--- config.mk ---
export PLATFORM = sky130hd
export DESIGN_NAME = oam_pdu_formatter
export DESIGN_NICKNAME = d
export VERILOG_FILES = /design/src/oam_pkg.sv /design/src/oam_pdu_formatter.sv /design/src/oam_rx_parser.sv
export SDC_FILE = /design/constraint.sdc
export NUM_CORES = 1
export LEC_CHECK = 0
export BUFFER_PORTS_ARGS = -buffer_cell sky130_fd_sc_hd__buf_2
export CAP_MARGIN = 10
export CELL_PAD_IN_SITES_DETAIL_PLACEMENT = 0
export CELL_PAD_IN_SITES_GLOBAL_PLACEMENT = 1
export CORE_MARGIN = 8
export CORE_UTILIZATION = 41
export DETAILED_ROUTE_END_ITERATION = 8
export PLACE_DENSITY_LB_ADDON = 0.1
export SYNTH_ARGS = -nofsm -noshare
export SYNTH_HDL_FRONTEND = slang
export SYNTH_SLANG_ARGS = --single-unit
--- constraint.sdc ---
create_clock -name i_clk -period 10 [get_ports i_clk]
set_clock_uncertainty 0.05 [all_clocks]
set_input_delay 1 -clock i_clk [delete_from_list [all_inputs] [get_ports i_clk]]
set_output_delay 1 -clock i_clk [all_outputs]
set_load 0.01 [all_outputs]
--- src/oam_pkg.sv ---
// shared constants and carrier types for the oam pdu formatter
package oam_pkg;

    // pdu code field values
    localparam logic [7:0] CODE_TLV_REPORT_ONLY     = 8'h00;
    localparam logic [7:0] CODE_EVENT    = 8'h01;
    localparam logic [7:0] CODE_VAR_REQ  = 8'h02;
    localparam logic [7:0] CODE_VAR_RSP  = 8'h03;
    localparam logic [7:0] CODE_LOOPBACK = 8'h04;
    localparam logic [7:0] CODE_ORG      = 8'hFE;

    // information tlv types and loopback commands that may be sent; oui byte count
    localparam logic [7:0] TLV_LOCAL   = 8'h01;
    localparam logic [7:0] TLV_REMOTE  = 8'h02;
    localparam logic [7:0] LB_ENABLE   = 8'h01;
    localparam logic [7:0] LB_DISABLE  = 8'h02;
    localparam logic [7:0] OUI_BYTES   = 8'h03;

    // flags field layout
    localparam int         FLG_CRIT_LSB = 0;
    localparam int         FLG_CRIT_W   = 3;
    localparam int         FLG_LOC_LSB  = 3;
    localparam int         FLG_REM_LSB  = 5;
    localparam logic [1:0] STATE_BAD    = 2'h3;
    localparam logic [1:0] STATE_SAFE   = 2'h0;

    // rx header byte positions
    localparam logic [7:0] HDR_FLG_HI = 8'h00;
    localparam logic [7:0] HDR_FLG_LO = 8'h01;
    localparam logic [7:0] HDR_CODE   = 8'h02;
    localparam logic [7:0] IDX_MAX    = 8'hFF;

    typedef enum logic [1:0] {
        PERM_LISTEN_ONLY,
        PERM_FAULT_REPORT_ONLY,
        PERM_TLV_REPORT_ONLY,
        PERM_ANY
    } oam_perm_e;

    typedef struct packed {
        logic [7:0] code;
        logic [7:0] len;
        logic [7:0] lb_cmd;
    } oam_req_s;

    typedef struct packed {
        logic [15:0] flags;
        logic [7:0]  code;
        logic [7:0]  len;
    } oam_ind_s;

    typedef struct packed {
        logic       valid;
        logic [7:0] data;
        logic       last;
    } oam_byte_s;

endpackage : oam_pkg

--- src/oam_pdu_formatter.sv ---
// oam pdu formatter: builds outgoing pdus, parses incoming ones
// Function
// - client control request sets or clears outgoing critical-event bits.
// - peer critical-event flags are delivered with each pdu indication.
// - with link events supported and local pdu set to any, every received event pdu is forwarded.
// - pdus carry no vlan tag; frames are emitted and parsed untagged.
// - fault-report-only: information pdu carries no information tlvs.
// - peer state unknown: information pdu carries only the local tlv.
// - peer state known: information pdu carries local and remote tlvs.
// - event pdu data starts with a 16-bit unsigned sequence number.
// - event pdu holds at least one link event tlv after the sequence.
// - variable request and response pdus are never sent empty.
// - if not passive and loopback supported: one command per loopback pdu.
// - listen-only: no pdu of any kind is transmitted.
// - tlv-report-only: only information pdus are transmitted.
`timescale 1ns/1ps
module oam_pdu_formatter
    import oam_pkg::*;
#(
    parameter int TLV_LEN = 16
) (
    // clock and reset
    input  wire logic               i_clk,
    input  wire logic               i_rst,
    // configuration and state
    input  wire oam_perm_e          i_local_pdu,
    input  wire logic               i_passive,
    input  wire logic               i_link_event_support,
    input  wire logic               i_remote_loopback_support,
    input  wire logic               i_remote_state_valid,
    input  wire logic [1:0]         i_loc_state,
    input  wire logic [1:0]         i_rem_state,
    input  wire logic [TLV_LEN*8-1:0] i_loc_tlv,
    input  wire logic [TLV_LEN*8-1:0] i_rem_tlv,
    // critical event control
    input  wire logic               i_ctl_valid,
    input  wire logic [2:0]         i_ctl_crit,
    // pdu request
    input  wire logic               i_req_valid,
    input  wire oam_req_s           i_req,
    output logic                    o_req_ack,
    output logic                    o_req_rej,
    // request payload bytes
    input  wire logic               i_pay_valid,
    input  wire logic [7:0]         i_pay_data,
    output logic                    o_pay_ready,
    // transmit and receive byte streams
    output oam_byte_s               o_tx,
    input  wire oam_byte_s          i_rx,
    // receive indication and local critical flags
    output logic                    o_ind_valid,
    output oam_ind_s                o_ind,
    output logic [2:0]              o_rem_crit,
    output logic [2:0]              o_loc_crit
);

    if (TLV_LEN < 2 || TLV_LEN > 127) begin : g_bad_len
        $error("TLV_LEN must lie in 2..127");
    end

    localparam logic [7:0] TLV_REPORT_ONLY_ONE = 8'(TLV_LEN);
    localparam logic [7:0] TLV_REPORT_ONLY_TWO = 8'(2 * TLV_LEN);

    typedef enum {
        ST_IDLE, ST_FLAGS_HI, ST_FLAGS_LO, ST_CODE, ST_SEQ_HI, ST_SEQ_LO,
        ST_TLV_REPORT_ONLY, ST_LB_CMD, ST_PAY
    } oam_tx_st_e;

    function automatic logic req_ok(input oam_req_s r, input oam_perm_e p,
                                    input logic pas, input logic evs,
                                    input logic lbs);
        logic ok;
        ok = 1'b0;
        case (p)
            PERM_LISTEN_ONLY:       ok = 1'b0;
            PERM_FAULT_REPORT_ONLY: ok = (r.code == CODE_TLV_REPORT_ONLY);
            PERM_TLV_REPORT_ONLY:   ok = (r.code == CODE_TLV_REPORT_ONLY);
            PERM_ANY: begin
                case (r.code)
                    CODE_TLV_REPORT_ONLY:     ok = 1'b1;
                    CODE_EVENT:    ok = evs && r.len != 8'h00;
                    CODE_VAR_REQ:  ok = !pas && r.len != 8'h00;
                    CODE_VAR_RSP:  ok = r.len != 8'h00;
                    CODE_LOOPBACK: ok = !pas && lbs &&
                        (r.lb_cmd == LB_ENABLE ||
                         r.lb_cmd == LB_DISABLE);
                    CODE_ORG:      ok = r.len >= OUI_BYTES;
                    default:       ok = 1'b0;
                endcase
            end
            default: ok = 1'b0;
        endcase
        return ok;
    endfunction : req_ok

    oam_tx_st_e  st_q,    st_d;
    logic [7:0]  cnt_q,   cnt_d;
    logic [7:0]  code_q,  code_d;
    logic [7:0]  len_q,   len_d;
    logic [7:0]  lb_q,    lb_d;
    logic [7:0]  tlv_report_only_q,  tlv_report_only_d;
    logic [15:0] seq_q,   seq_d;
    logic [2:0]  crit_q,  crit_d;
    oam_byte_s   tx_q,    tx_d;
    logic        ack_q,   ack_d;
    logic        rej_q,   rej_d;
    logic        rdy_q,   rdy_d;
    logic [15:0] flags;
    logic [7:0]  tlv_report_only_byte;
    int          k;

    // outgoing flags; reserved bits zero, reserved state code suppressed
    always_comb begin
        flags = 16'h0000;
        flags[FLG_CRIT_LSB +: FLG_CRIT_W] = crit_q;
        flags[FLG_LOC_LSB +: 2] = (i_loc_state == STATE_BAD) ? STATE_SAFE
                                                              : i_loc_state;
        flags[FLG_REM_LSB +: 2] = (i_rem_state == STATE_BAD) ? STATE_SAFE
                                                              : i_rem_state;
    end

    // tlv byte at cnt_q; type bytes forced to the two legal codes
    always_comb begin
        k = 0;
        if (cnt_q < TLV_REPORT_ONLY_ONE) begin
            k = int'(cnt_q);
            tlv_report_only_byte = (k == 0) ? TLV_LOCAL
                                 : i_loc_tlv[8*(TLV_LEN-1-k) +: 8];
        end else begin
            k = int'(cnt_q) - TLV_LEN;
            tlv_report_only_byte = (k == 0) ? TLV_REMOTE
                                 : i_rem_tlv[8*(TLV_LEN-1-k) +: 8];
        end
    end

    always_comb begin
        st_d   = st_q;
        cnt_d  = cnt_q;
        code_d = code_q;
        len_d  = len_q;
        lb_d   = lb_q;
        tlv_report_only_d = tlv_report_only_q;
        seq_d  = seq_q;
        crit_d = i_ctl_valid ? i_ctl_crit : crit_q;
        tx_d   = '0;
        ack_d  = 1'b0;
        rej_d  = 1'b0;
        case (st_q)
            ST_IDLE: begin
                if (i_req_valid) begin
                    if (req_ok(i_req, i_local_pdu, i_passive,
                               i_link_event_support,
                               i_remote_loopback_support)) begin
                        ack_d  = 1'b1;
                        code_d = i_req.code;
                        len_d  = i_req.len;
                        lb_d   = i_req.lb_cmd;
                        if (i_local_pdu == PERM_FAULT_REPORT_ONLY)
                            tlv_report_only_d = 8'h00;
                        else if (!i_remote_state_valid)
                            tlv_report_only_d = TLV_REPORT_ONLY_ONE;
                        else
                            tlv_report_only_d = TLV_REPORT_ONLY_TWO;
                        st_d = ST_FLAGS_HI;
                    end else begin
                        rej_d = 1'b1;
                    end
                end
            end
            // header starts straight with flags: no tag field exists
            ST_FLAGS_HI: begin
                tx_d = '{valid: 1'b1, data: flags[15:8], last: 1'b0};
                st_d = ST_FLAGS_LO;
            end
            ST_FLAGS_LO: begin
                tx_d = '{valid: 1'b1, data: flags[7:0], last: 1'b0};
                st_d = ST_CODE;
            end
            ST_CODE: begin
                tx_d  = '{valid: 1'b1, data: code_q, last: 1'b0};
                cnt_d = len_q;
                case (code_q)
                    CODE_TLV_REPORT_ONLY: begin
                        cnt_d = 8'h00;
                        if (tlv_report_only_q == 8'h00) begin
                            tx_d.last = 1'b1;
                            st_d      = ST_IDLE;
                        end else begin
                            st_d = ST_TLV_REPORT_ONLY;
                        end
                    end
                    CODE_EVENT:    st_d = ST_SEQ_HI;
                    CODE_LOOPBACK: st_d = ST_LB_CMD;
                    default:       st_d = ST_PAY;
                endcase
            end
            ST_SEQ_HI: begin
                tx_d = '{valid: 1'b1, data: seq_q[15:8], last: 1'b0};
                st_d = ST_SEQ_LO;
            end
            ST_SEQ_LO: begin
                tx_d  = '{valid: 1'b1, data: seq_q[7:0], last: 1'b0};
                seq_d = seq_q + 16'h0001;
                st_d  = ST_PAY;
            end
            ST_TLV_REPORT_ONLY: begin
                tx_d  = '{valid: 1'b1, data: tlv_report_only_byte,
                          last: cnt_q == tlv_report_only_q - 8'h01};
                cnt_d = cnt_q + 8'h01;
                if (tx_d.last) st_d = ST_IDLE;
            end
            ST_LB_CMD: begin
                tx_d = '{valid: 1'b1, data: lb_q, last: 1'b1};
                st_d = ST_IDLE;
            end
            ST_PAY: begin
                if (i_pay_valid && rdy_q) begin
                    tx_d  = '{valid: 1'b1, data: i_pay_data,
                              last: cnt_q == 8'h01};
                    cnt_d = cnt_q - 8'h01;
                    if (tx_d.last) st_d = ST_IDLE;
                end
            end
            default: st_d = ST_IDLE;
        endcase
        rdy_d = (st_d == ST_PAY);
    end

    always_ff @(posedge i_clk or posedge i_rst) begin
        if (i_rst) begin
            st_q   <= ST_IDLE;
            cnt_q  <= 8'h00;
            code_q <= 8'h00;
            len_q  <= 8'h00;
            lb_q   <= 8'h00;
            tlv_report_only_q <= 8'h00;
            seq_q  <= 16'h0000;
            crit_q <= 3'h0;
            tx_q   <= '0;
            ack_q  <= 1'b0;
            rej_q  <= 1'b0;
            rdy_q  <= 1'b0;
        end else begin
            st_q   <= st_d;
            cnt_q  <= cnt_d;
            code_q <= code_d;
            len_q  <= len_d;
            lb_q   <= lb_d;
            tlv_report_only_q <= tlv_report_only_d;
            seq_q  <= seq_d;
            crit_q <= crit_d;
            tx_q   <= tx_d;
            ack_q  <= ack_d;
            rej_q  <= rej_d;
            rdy_q  <= rdy_d;
        end
    end

    assign o_tx        = tx_q;
    assign o_req_ack   = ack_q;
    assign o_req_rej   = rej_q;
    assign o_pay_ready = rdy_q;
    assign o_loc_crit  = crit_q;

    oam_rx_parser u_rx (
        .i_clk                (i_clk),
        .i_rst                (i_rst),
        .i_local_pdu          (i_local_pdu),
        .i_link_event_support (i_link_event_support),
        .i_rx                 (i_rx),
        .o_ind_valid          (o_ind_valid),
        .o_ind                (o_ind),
        .o_rem_crit           (o_rem_crit)
    );
endmodule : oam_pdu_formatter

--- src/oam_rx_parser.sv ---
// receive side: header parse and indication toward the local client
`timescale 1ns/1ps
module oam_rx_parser
    import oam_pkg::*;
(
    // clock and reset
    input  wire logic      i_clk,
    input  wire logic      i_rst,
    // configuration
    input  wire oam_perm_e i_local_pdu,
    input  wire logic      i_link_event_support,
    // received pdu bytes
    input  wire oam_byte_s i_rx,
    // indication
    output logic           o_ind_valid,
    output oam_ind_s       o_ind,
    output logic [2:0]     o_rem_crit
);

    logic [7:0]  idx_q,   idx_d;
    logic [15:0] flg_q,   flg_d;
    logic [7:0]  code_q,  code_d;
    logic        ind_v_q, ind_v_d;
    oam_ind_s    ind_q,   ind_d;
    logic [2:0]  crit_q,  crit_d;
    logic        deliver;

    always_comb begin
        idx_d   = idx_q;
        flg_d   = flg_q;
        code_d  = code_q;
        ind_v_d = 1'b0;
        ind_d   = ind_q;
        crit_d  = crit_q;
        deliver = 1'b0;
        if (i_rx.valid) begin
            if (idx_q == HDR_FLG_HI) flg_d[15:8] = i_rx.data;
            if (idx_q == HDR_FLG_LO) flg_d[7:0]  = i_rx.data;
            if (idx_q == HDR_CODE)   code_d      = i_rx.data;
            if (idx_q != IDX_MAX)    idx_d       = idx_q + 8'h01;
            // event pdus pass only when local pdu is PERM_ANY and link events are on
            deliver = (code_d == CODE_TLV_REPORT_ONLY) ||
                      (i_local_pdu == PERM_ANY &&
                       (code_d != CODE_EVENT || i_link_event_support));
            if (i_rx.last) begin
                idx_d = HDR_FLG_HI;
                if (idx_q >= HDR_CODE && deliver) begin
                    ind_v_d    = 1'b1;
                    ind_d.flags = flg_d;
                    ind_d.code = code_d;
                    ind_d.len  = idx_q - HDR_CODE;
                    crit_d = flg_d[FLG_CRIT_LSB +: FLG_CRIT_W];
                end
            end
        end
    end

    always_ff @(posedge i_clk or posedge i_rst) begin
        if (i_rst) begin
            idx_q   <= 8'h00;
            flg_q   <= 16'h0000;
            code_q  <= 8'h00;
            ind_v_q <= 1'b0;
            ind_q   <= '0;
            crit_q  <= 3'h0;
        end else begin
            idx_q   <= idx_d;
            flg_q   <= flg_d;
            code_q  <= code_d;
            ind_v_q <= ind_v_d;
            ind_q   <= ind_d;
            crit_q  <= crit_d;
        end
    end

    assign o_ind_valid = ind_v_q;
    assign o_ind       = ind_q;
    assign o_rem_crit  = crit_q;
endmodule : oam_rx_parser
=== Word level (Yosys, flattened, before mapping) ===
Cells that the tools add are included.

* Register bits: 172
* Output and inout port bits: 52
* Word-level logic and storage cells: 135

* Add/sub/neg operators: 9
* Order comparisons: 3
* Equality and inequality tests: 30
* Shifts and indexed selects: 2
* Multiplexer cells: 41
* Reductions and logical operators: 28

{| class="wikitable"
|+ Operators by type and width
! kind !! number
|-
| 32-bit one-hot mux with 8 select lines || 1
|-
| 32-bit 2-to-1 mux || 5
|-
| 32-bit by 3-bit equality test with 1-bit output (second input constant) || 4
|-
| 128-bit by 12-bit indexed part select with 8-bit output || 1
|-
| 128-bit by 13-bit indexed part select with 8-bit output || 1
|-
| 32-bit one-hot mux with 3 select lines || 1
|-
| 8-bit 2-to-1 mux || 11
|-
| 10-bit one-hot mux with 8 select lines || 1
|-
| 32-bit by 2-bit equality test with 1-bit output (second input constant) || 2
|-
| 32-bit logical NOT || 2
|-
| 8-bit logical NOT || 6
|-
| 8-bit by 1-bit equality test with 1-bit output (second input constant) || 5
|-
| 32-bit by 1-bit equality test with 1-bit output (second input constant) || 1
|-
| 32-bit by 4-bit equality test with 1-bit output (second input constant) || 1
|-
| 32-bit by 5-bit equality test with 1-bit output (second input constant) || 1
|-
| 8-bit by 2-bit equality test with 1-bit output (second input constant) || 4
|-
| 8-bit one-hot mux with 3 select lines || 1
|-
| 16-bit by 1-bit adder with 16-bit output (second input constant) || 1
|-
| 8-bit by 1-bit adder with 8-bit output (second input constant) || 2
|-
| 8-bit by 3-bit equality test with 1-bit output (second input constant) || 2
|-
| 8-bit by 2-bit greater-or-equal comparator with 1-bit output (second input constant) || 2
|-
| 8-bit by 1-bit subtractor with 8-bit output (second input constant) || 2
|-
| 1-bit 2-to-1 mux || 13
|-
| 6-bit 2-to-1 mux || 2
|-
| other kinds (27) || 41
|}

=== Logic depth before layout (Yosys ltp) ===
Gate-level depths: netlist (run 1).

* Depth after elaboration: 11
* Gate-level depth with buffers: 11
* Depth with buffers taken out: 8

=== Hierarchy ===
From an unflattened synthesis (run 1), not the netlist that was laid out.

* Cells, all modules: 846
* Area, all modules: 10067.2 µm²

{| class="wikitable"
|+ By module, submodules not included
! module !! instances !! cells an instance !! area each (µm²)
|-
| oam_pdu_formatter || 1 || 596 || 6889.1
|-
| oam_rx_parser || 1 || 250 || 3178.0
|}

=== Least setup slack after synthesis (run 1) ===
Ideal clock, no wire load.

* Path type: input to register
* Start: in i_local_pdu[1]
* End: reg tlv_report_only_q[5]
* Setup time: 76 ps
* Arrival: 2814 ps
* Required time: 9874 ps
* Slack: 7060 ps
* Stages: 9
* Buffers on the path: 1
* Cells stage by stage: inv_1 > ha_1 > or3b_2 > nor4_1 > o21bai_1 > a311o_1 > buf_2 > or3b_1 > o21ai_1

* Word-level cells in the longest chain between the ends: 6

{| class="wikitable"
|+ Ends and longest elaborated chain
! item !! RTL line !! RTL
|-
| start, declared || oam_pdu_formatter.sv:26 || <nowiki>input wire oam_perm_e i_local_pdu,</nowiki>
|-
| 2-bit by 1-bit equality test with 1-bit output / 2-bit equality test (equally long branches) || oam_pdu_formatter.sv:74, oam_pdu_formatter.sv:158 ||
|-
| 2-bit OR reduction (no source line) || n/a ||
|-
| 1-bit one-hot mux with 3 select lines || oam_pdu_formatter.sv:74 || <nowiki>case (p)</nowiki>
|-
| 1-bit 2-to-1 mux || oam_pdu_formatter.sv:150 || <nowiki>if (i_req_valid) begin</nowiki>
|-
| 1-bit 2-to-1 mux || oam_pdu_formatter.sv:148 || <nowiki>case (st_q)</nowiki>
|-
| 3-bit AND reduction (no source line) || n/a ||
|-
| end signal, assigned || oam_pdu_formatter.sv:249 || <nowiki>tlv_report_only_q <= tlv_report_only_d;</nowiki>
|-
| end, declared || oam_pdu_formatter.sv:101 || <nowiki>logic [7:0] tlv_report_only_q, tlv_report_only_d;</nowiki>
|}

Several ways; a longest one is shown, not always the timed one. The select of a mux whose other input is x is not followed.
A chain may end at the register's enable or synchronous reset.

=== Worst setup path in the final report (run 1) ===
* Start: reg cnt_q[0]
* End: reg st_q[1]

* Word-level cells in the longest chain between the ends: 4

{| class="wikitable"
|+ Ends and longest elaborated chain
! item !! RTL line !! RTL
|-
| start, declared || oam_pdu_formatter.sv:97 || <nowiki>logic [7:0] cnt_q, cnt_d;</nowiki>
|-
| start signal, assigned || oam_pdu_formatter.sv:245 || <nowiki>cnt_q <= cnt_d;</nowiki>
|-
| 8-bit by 1-bit equality test with 1-bit output || oam_pdu_formatter.sv:219 || <nowiki>last: cnt_q == 8'h01};</nowiki>
|-
| 32-bit 2-to-1 mux || oam_pdu_formatter.sv:221 || <nowiki>if (tx_d.last) st_d = ST_IDLE;</nowiki>
|-
| 32-bit 2-to-1 mux || oam_pdu_formatter.sv:217 || <nowiki>if (i_pay_valid && rdy_q) begin</nowiki>
|-
| 32-bit one-hot mux with 8 select lines (*) || oam_pdu_formatter.sv:148 ||
|-
| via st_d[1] || oam_pdu_formatter.sv:96 || <nowiki>oam_tx_st_e st_q, st_d;</nowiki>
|-
| end signal, assigned || oam_pdu_formatter.sv:244 || <nowiki>st_q <= st_d;</nowiki>
|-
| end, declared || oam_pdu_formatter.sv:96 ||
|}

Mark *: on every way through the listed nets, which the timed path passes. The rest lies on a longest branch.

==> results of run 1 <==
layout make-up:
class	instances	area share
antenna	6	0.00118
clock buffer	17	0.0335
clock inverter	15	0.0151
inverter	28	0.00867
multi-input combinational	623	0.437
sequential	163	0.322
tap	319	0.0314
timing repair buffer	379	0.152
metrics by stage:
stage / utilization / instance area [sq um] / worst slack, ns
2_1_floorplan: - / 9980 / 4.55
3_3_place_gp: 0.513 / 12100 / 6.46
3_5_place_dp: 0.513 / 12100 / 6.42
4_1_cts: 0.539 / 12700 / 6.54
5_1_grt: 0.539 / 12700 / 6.29
6_report: 0.539 / 12700 / 6.55
state kept, by name, summed over array words and instances, names as in the netlist, 2 cells and up:
signal,count
u_rx.flg_q,16
code_q,8
u_rx.idx_q,8
seq_q,16
st_q,32
o_loc_crit,3
o_tx,10
u_rx.code_q,8
cnt_q,8
u_rx.o_ind,32
lb_q,8
len_q,8
tlv_report_only_q,2
cells by family (layout without fill, tap and decap cells):
| kind of cell | Yosys count | in the layout | synth area share |
|---|---|---|---|
| adder cells (fa/ha/maj) | 17 | 17 | 0.0215 |
| other | 1 | 34 | 0.000380 |
| flip-flops | 163 | 163 | 0.413 |
| multiplexers | 174 | 174 | 0.287 |
| buffers and inverters | 82 | 439 | 0.0361 |
| XOR/XNOR | 28 | 28 | 0.0248 |
| AND/OR/NAND/NOR | 277 | 277 | 0.146 |
| AO/OA/AOI/OAI | 99 | 99 | 0.0702 |
power groups by stage:
stage	logic (uW)	registers, uW	clock network [uW]
3_3_place_gp	466	853	0
2_1_floorplan	259	871	0
6_report	467	844	662
5_1_grt	510	860	706
4_1_cts	476	845	678
3_5_place_dp	474	857	0
final timing paths:
path,startpoint,to,cells past startpoint
worst max-delay path,cnt_q[0]$_DFFE_PP0P_,st_q[1]$_DFF_PP0_,6
worst min-delay path,seq_q[9]$_DFFE_PP0N_,seq_q[9]$_DFFE_PP0N_,1
worst max register to register,cnt_q[0]$_DFFE_PP0P_,st_q[1]$_DFF_PP0_,6
worst min register to register,seq_q[9]$_DFFE_PP0N_,seq_q[9]$_DFFE_PP0N_,1
max in group asynchronous,i_rst,u_rx.o_ind[6]$_DFFE_PP0P_,3
min in group asynchronous,i_rst,cnt_q[2]$_DFFE_PP0P_,2
critical path, delay by kind of cell (launching register included):
kind | cells | cell delay (ns)
compound gates | 2 | 1.04
fa+ha+maj | 1 | 0.37
buf+inv | 1 | 0.80
flops | 1 | 0.66
simple gates | 2 | 0.40
layer usage:
metal,part of all wire,vias to the layer above
li1,-,3896
met1,0.40,4170
met2,0.50,323
met3,0.079,49
met4,0.019,14
met5,0.0026,-
cells in the final DEF (no fill, tap or decap), types with 16 or more instances in the layout:
cell and n:
clkbuf_16 17, mux4_2 79, a21oi_1 19, inv_1 27, buf_2 367, nand2_1 106
o21ai_0 18, mux2_2 86, dfrtp_1 161, conb_1 28, nand3_1 18, nor2_1 40
ha_1 17, nor3_1 16
==> impl.org, run 1 <==
** Run status
- The flow ran to the end, and the final reports show no timing, DRC or antenna violations.

** Synth
- Among all cell types in the netlist, the one instantiated most often is dfrtp_1.
- For this run, asynchronously set or reset flops after synthesis account for 1.00.
- Of all cell types, the one taking the most synthesized area is dfrtp_1.
- Post-Syn Instances :: around 840
- The most used flip-flop cell after synthesis is dfrtp_1.
- The mapped netlist covers a little under 10000 sq um.
- In this run, synthesis produced a sequential element count of 163.
- The share of the Yosys chip area taken by registers is 0.413.
- EDFF count, synth :: 0
- Average cell area after synthesis :: 11.7 sq um
- Synthesis instantiated 68 different standard cells from the library.
- The Yosys step of the flow raised 0 warnings.
- Commonest cells post-synth :: 163 x dfrtp_1, 106 x nand2_1, 86 x mux2_2
- The share of synthesized area in the top cell type comes to 0.413.
- In the post-synthesis netlist, the biggest area contributors are dfrtp_1 41%, mux4_2 18%, mux2_2 9.8%, nand2_1 4.0%, ha_1 2.2%.

** Run
- Across the run, the number of max-cap violations was 0.

** Route
- For this block, the via count after detailed routing is approximately 8.5k.
- After detailed routing, the number of remaining DRC violations is 0.
- In this run, the number of DRC markers left after iteration 0 of detailed routing was 550.
- Remaining number of nets flagged by the antenna check after routing :: 0
- Average via count per standard cell :: approximately 5.5
- Wire length reported by the detailed router :: between 30 and 40 mm
- First-pass iteration count of the detailed router :: 5
- After detailed routing, the average wire length per cell comes to 22.2 microns.

** Global route
- Global-route wire length before repair :: roughly 53 mm
- Antenna violations before repair :: 10
- Layer with the highest usage :: met2
- GRT Residual Overflow :: 0
- Pin count of the biggest net entering global routing :: between 100 and 150
- GR Util All Layers :: 0.237
- Via count of the first global-routing pass :: about 8.9k
- Met1 Usage GRT :: 0.296
- In the global route stage, met3 resource usage came out at 0.0690.
- GR Util met2 :: 0.394

** STA
- The final number of max-transition violations is 0.
- In the finished design, the share of the clock period the worst path needs comes to 0.345.
- Fmax achieved :: between 200 and 300 MHz
- Setup repair after global routing left no endpoint under its margin.
- For the pin with the worst max-slew slack, the measured transition is around 1.0 ns.
- Subtracting the final worst setup slack from the clock period gives 3.45 ns.
- Worst slew margin relative to its limit :: 0.302
- Worst hold slack across all endpoints :: 0.438 ns
- Final count of negative-setup-slack endpoints :: 0
- Count of endpoints failing hold in the final timing report :: 0
- In the final timing run, aggregate negative setup slack is 0 ns.

** Clocking
- After clock tree synthesis, the clock-pin slew on the worst setup and hold paths is around 0.070 ns.
- H-tree depth reported by CTS :: 4
- Number of hold buffers added after cts :: 0
- Post-cts repair resize count :: 0
- The clock reaches the later pin of the worst-skew pair after 0.44 ns.
- In this run the clock root is driven by a clkbuf_16.
- Clock tree from TritonCTS :: built
- Once the clock tree was built, the setup fixing pass inserted 0 buffers.
- Num CTS Buffers :: 17
- Counting every sink on the clock net gives ~160.
- Largest buffer count on any clock path :: 2

** Power
- Clock network power share :: 0.336
- Power dissipated by switching net loads :: ~590 uW
- Part of the total power dissipated in sequential elements :: 0.428
- The internal power of the cells totals roughly 1400 uW.
- IR analysis of the VDD net gives a maximum drop of about 0.11 mV.
- Leakage power :: 0.00600 uW
- Of the total power, the share spent switching nets is 0.300.
- For this design the ratio of total power to cell area is 155 nW/um^2.
- Overall power consumption after layout is estimated at between 1500 and 2000 uW.
- Combinational power share :: 0.237

** Floorplanning
- Core area :: approximately 24000 sq um
- Top Ports :: about 370
- Die Area :: between 20000 and 30000 sq um
- The floorplan has 56 rows.
- Initial standard-cell utilization of the core :: 0.419
- In this run the horizontal extent of the chip is ~170 microns.
- The die is 171 microns tall.

** Place
- Global placer's final weighted congestion :: 0.926
- Once placement completed, the tool counted placed cells totaling ~1.5k.
- Post-DP HPWL :: around 28 mm
- PortBufs :: 367

** Setup path
- The worst setup path is of the flip-flop to flip-flop kind.
- Largest stage delay, worst path :: 0.88 ns
- The worst setup path is captured at a flip-flop.
- Traced cell by cell, the critical path runs through buf_4 > ha_1 > nand3_1 > a2111oi_0 > a21oi_1 > and4b_1.
- The largest individual stage delay along the critical path comes from the cell a2111oi_0.
- Highest net fanout along the worst path :: just over 50
- STA puts the critical path data required time at ~10 ns.
- Worst EP arrival :: between 3 and 4 ns
- Startpoint Class :: flip-flop
- Reg2reg setup slack :: about 6.5 ns

** Cells and area
- Area Overhead vs Synth :: 28.6%
- After the flow finishes, the layout carries non-filler instances totaling ~1.6k.
- For this run, the post-layout net count is 1545.
- Sequential cell area :: between 4000 and 5000 sq um
- Share of layout cells above drive strength 1 :: 0.487
- In the final layout, the multi-input gates occupy between 5000 and 6000 sq um.
- Number of fill cells in the layout :: ~2.2k

** Hold path
- The worst hold path belongs to the class flip-flop to flip-flop.
No activity file was read; power rests on OpenSTA's default activity.
==> run 2: changes to the inputs <==
- CORE_UTILIZATION: 41 -> 35
- clock period: 10 -> 2.8 ns (I/O delays scaled with it)
==> run 2 against run 1 <==
Die area grew 15%. Clock-buffer cell count is the same. Worst setup slack worse by 6.4 ns. Global-route usage shrank 2.7 points. Worst hold slack got worse by 0.42 ns. Critical path depth is 2 higher. Via count rose by 0.34%. Critical path type unchanged.
==> impl.org, run 2 (synthesized netlist as in run 1, its figures left out) <==
** Floorplanning
- Floorplan die height :: 184 microns (was 171 microns)
- The number of cell rows was 61 (was 56).
- The core box area came to 27800 sq um (was 23500 sq um).
- The die outline area came to 33800 sq um (was 29300 sq um).
- Initial standard-cell utilization of the core :: 0.355 (was 0.419)
- Die outline width :: 184 microns (was 171 microns)
- The top-level port count was 368 (unchanged).

** Clocking
- H-tree depth reported by CTS :: 4 (unchanged)
- The quantity of gates resized following cts is 0 (unchanged).
- The CTS tree is built (unchanged).
- The hold buffer count at CTS is 3 (was 0).
- Root buffer cell :: clkbuf_16 (unchanged)
- The total CTS buffers was 17 (unchanged).
- Largest buffer count on any clock path :: 2 (unchanged)
- The clock insertion delay at the later pin of the skew report came to 0.44 ns (about the same).
- The clock sink total is 163 (unchanged).
- The buffer count from post-CTS setup fixing is 0 (unchanged).
- The clock-pin slew on the worst setup and hold paths is 0.08 ns (was 0.07 ns).

** Power
- Leakage power :: 0.00621 uW (was 0.00600 uW)
- The total power divided by cell area was 540 nW/um^2 (was 155 nW/um^2).
- Combinational power share :: 0.241 (was 0.237)
- The net load switching power came to 2140 uW (was 591 uW).
- Cell internal power dissipation :: 4960 uW (was 1380 uW)
- Fraction of power spent switching nets :: 0.301 (was 0.300)
- The part of the total power dissipated in sequential elements was 0.423 (was 0.428).
- The part of the total power dissipated in the clock network is 0.336 (about the same).
- The peak ir drop on the vdd network is 0.432 mV (was 0.110 mV).

** Cells and area
- Share of layout cells above drive strength 1 :: 0.499 (was 0.487)
- Area Overhead vs Synth :: 33.2% (was 28.6%)
- Most frequent standard cell in the layout excluding fill and tap cells :: buf_2 (unchanged)
- Commonest cells after routing, fill and taps aside: 367 x buf_2, 161 x dfrtp_1, 106 x nand2_1, 86 x mux2_2, 79 x mux4_2 (unchanged).
- The post-route cell area is 13200 sq um (was 12700 sq um).
- Number of nets in the finished design :: 1581 (was 1545)

** Setup path
- The worst path arrival time was 2.89 ns (was 3.73 ns).
- Largest stage delay, worst path :: 0.54 ns (was 0.88 ns)
- The critical setup path kind is flip-flop to flip-flop (unchanged).
- Highest net fanout along the worst path :: 31 (was 51)
- In this design, the critical path's most frequently occurring cell is mux2_2.
- The total number of cells along the worst setup path was 8 (was 6).
- Worst endpoint required time :: 3.07 ns (was 10.27 ns)
- The count of buffering cells on the critical path with inverters included came to 2 (was 1).
- Crit path cell chain: or4_1 > nor4_1 > buf_4 > mux2_2 > nand2_1 > a21oi_2 > buf_12 > mux2_2 (was buf_4 > ha_1 > nand3_1 > a2111oi_0 > a21oi_1 > and4b_1).
- The startpoint kind of the worst setup timing path is a flip-flop (unchanged).
- The endpoint class of the critical path is a flip-flop (unchanged).
- The cell family with the largest share of critical-path delay was simple AND/OR/NAND/NOR gates (was compound AO/OA/AOI/OAI gates).
- Critical Path Slowest Stage Cell :: or4_1 (was a2111oi_0)
- R2r worst-path depth :: 8 (was 6)

** STA
- The headroom to the max-slew limit came to 0.609 (was 0.302).
- Slew at the pin with the worst max-slew slack :: 0.581 ns (was 1.05 ns)
- Final clock period utilization by the worst path :: 0.937 (was 0.345)
- The maximum clock frequency is 381 MHz (was 289 MHz).
- The worst hold slack was 0.0227 ns (was 0.438 ns).
- The final number of max-transition violations came to 0 (unchanged).
- The final hold violation count came to 0 (unchanged).
- Post-layout min period :: 2.62 ns (was 3.45 ns)
- Final count of negative-setup-slack endpoints :: 0 (unchanged)
- The post-route setup TNS was 0 ns (unchanged).
- Setup repair after global routing missed its margin :: false (unchanged)

** Route
- Average via count per standard cell :: 5.15 (was 5.45)
- The via count came to 8481 (was 8452).
- The count of antenna-violating nets left after detailed routing was 0 (unchanged).
- The number of DRC violations after detailed-routing iteration 0 was 476 (was 550).
- The final wirelength was 35.6 mm (was 34.5 mm).
- The wire length per cell is 21.6 microns (was 22.2 microns).
- The remaining routing DRC violations was 0 (unchanged).
- First-pass iteration count of the detailed router :: 5 (unchanged)

** Global route
- The via count of the first global-routing pass came to 9076 (was 8859).
- Pin count of the biggest net entering global routing :: 77 (was 111)
- GRT Residual Overflow :: 0 (unchanged)
- Antenna violations before repair :: 10 (unchanged)
- The total routing resource utilization after global routing came to 0.210 (was 0.237).
- Global-route wire length before repair :: 54.5 mm (was 52.6 mm)

** Hold path
- Tightest Hold Check Type :: input port to flip-flop (was flip-flop to flip-flop)
- The hold-critical path depth came to 3 (was 1).

** Run
- The max capacitance violation total was 0 (unchanged).

** Place
- The placer's final routability congestion estimate came to 0.846 (was 0.926).
- Post-DP HPWL :: 29.5 mm (was 28.2 mm)
- PortBufs :: 367 (unchanged)
- The placement-stage cell area was 12500 sq um (was 12100 sq um).

** Run status
- Run status: complete, no violations (unchanged).
-- run 2: cell types whose count changed in the layout (fill, tap and decap cells not counted), moves of 2 or more --
cell           before  now
buf_12              0    7
buf_4              12   38
dlygate4sd3_1       0    3
clkinv_8            6    9
inv_8               4    1
clkinv_4            1    3
-- run 2: final timing paths --
path	endpoint	start	slack [ns]
min in group asynchronous	lb_q[2]$_DFFE_PP0P_	i_rst	0.36
min reg2reg	len_q[1]$_DFFE_PP0P_	len_q[1]$_DFFE_PP0P_	0.43
max in group asynchronous	st_q[18]$_DFF_PP0_	i_rst	1.59
max	u_rx.o_ind[28]$_DFFE_PP0P_	u_rx.code_q[4]$_DFFE_PP0P_	0.18
min	len_q[2]$_DFFE_PP0P_	i_req[10]	0.02
max reg2reg	u_rx.o_ind[28]$_DFFE_PP0P_	u_rx.code_q[4]$_DFFE_PP0P_	0.18
-- run 2: tightest hold or removal path, cell delays in order --
cell and delay (ns):
buf_2 0.08, nand2_1 0.05, nand2_1 0.06
-- run 2: layout make-up --
class | instances | area [sq um]
Multi-Input combinational cell | 623 | 5550
Inverter | 28 | 109
Sequential cell | 163 | 4080
Antenna cell | 7 | 17.5
Fill cell | 2686 | 14600
Clock inverter | 15 | 209
Tap cell | 378 | 473
Timing Repair Buffer | 415 | 2290
Clock buffer | 17 | 425
-- run 2: layer usage --
| metal | global-route usage | vias to the layer above | part of all wire |
|---|---|---|---|
| li1 | - | 3970 | - |
| met1 | 0.255 | 4159 | 0.40 |
| met2 | 0.361 | 302 | 0.50 |
| met3 | 0.0520 | 42 | 0.068 |
| met4 | 0.0700 | 8 | 0.022 |
| met5 | 0 | - | 0.0014 |
-- run 2: through the flow --
step                       util  std cells  total power (uW)  setup WS, ns
after global placement    0.449       1604              4750         0.183
final                     0.474       1646              7100         0.177
after CTS                 0.473       1639              7220         0.137
after floorplan               -        868              4040         0.348
after global routing      0.473       1644              7500        0.0511
after detailed placement  0.449       1604              4790         0.169
-- run 2: power by group through the flow --
stage / combinational (uW) / clock (uW) / sequential (uW)
after floorplan: 925 / 0 / 3110
after CTS: 1750 / 2460 / 3010
after detailed placement: 1730 / 0 / 3060
after global routing: 1880 / 2540 / 3070
after global placement: 1710 / 0 / 3040
final: 1710 / 2380 / 3010
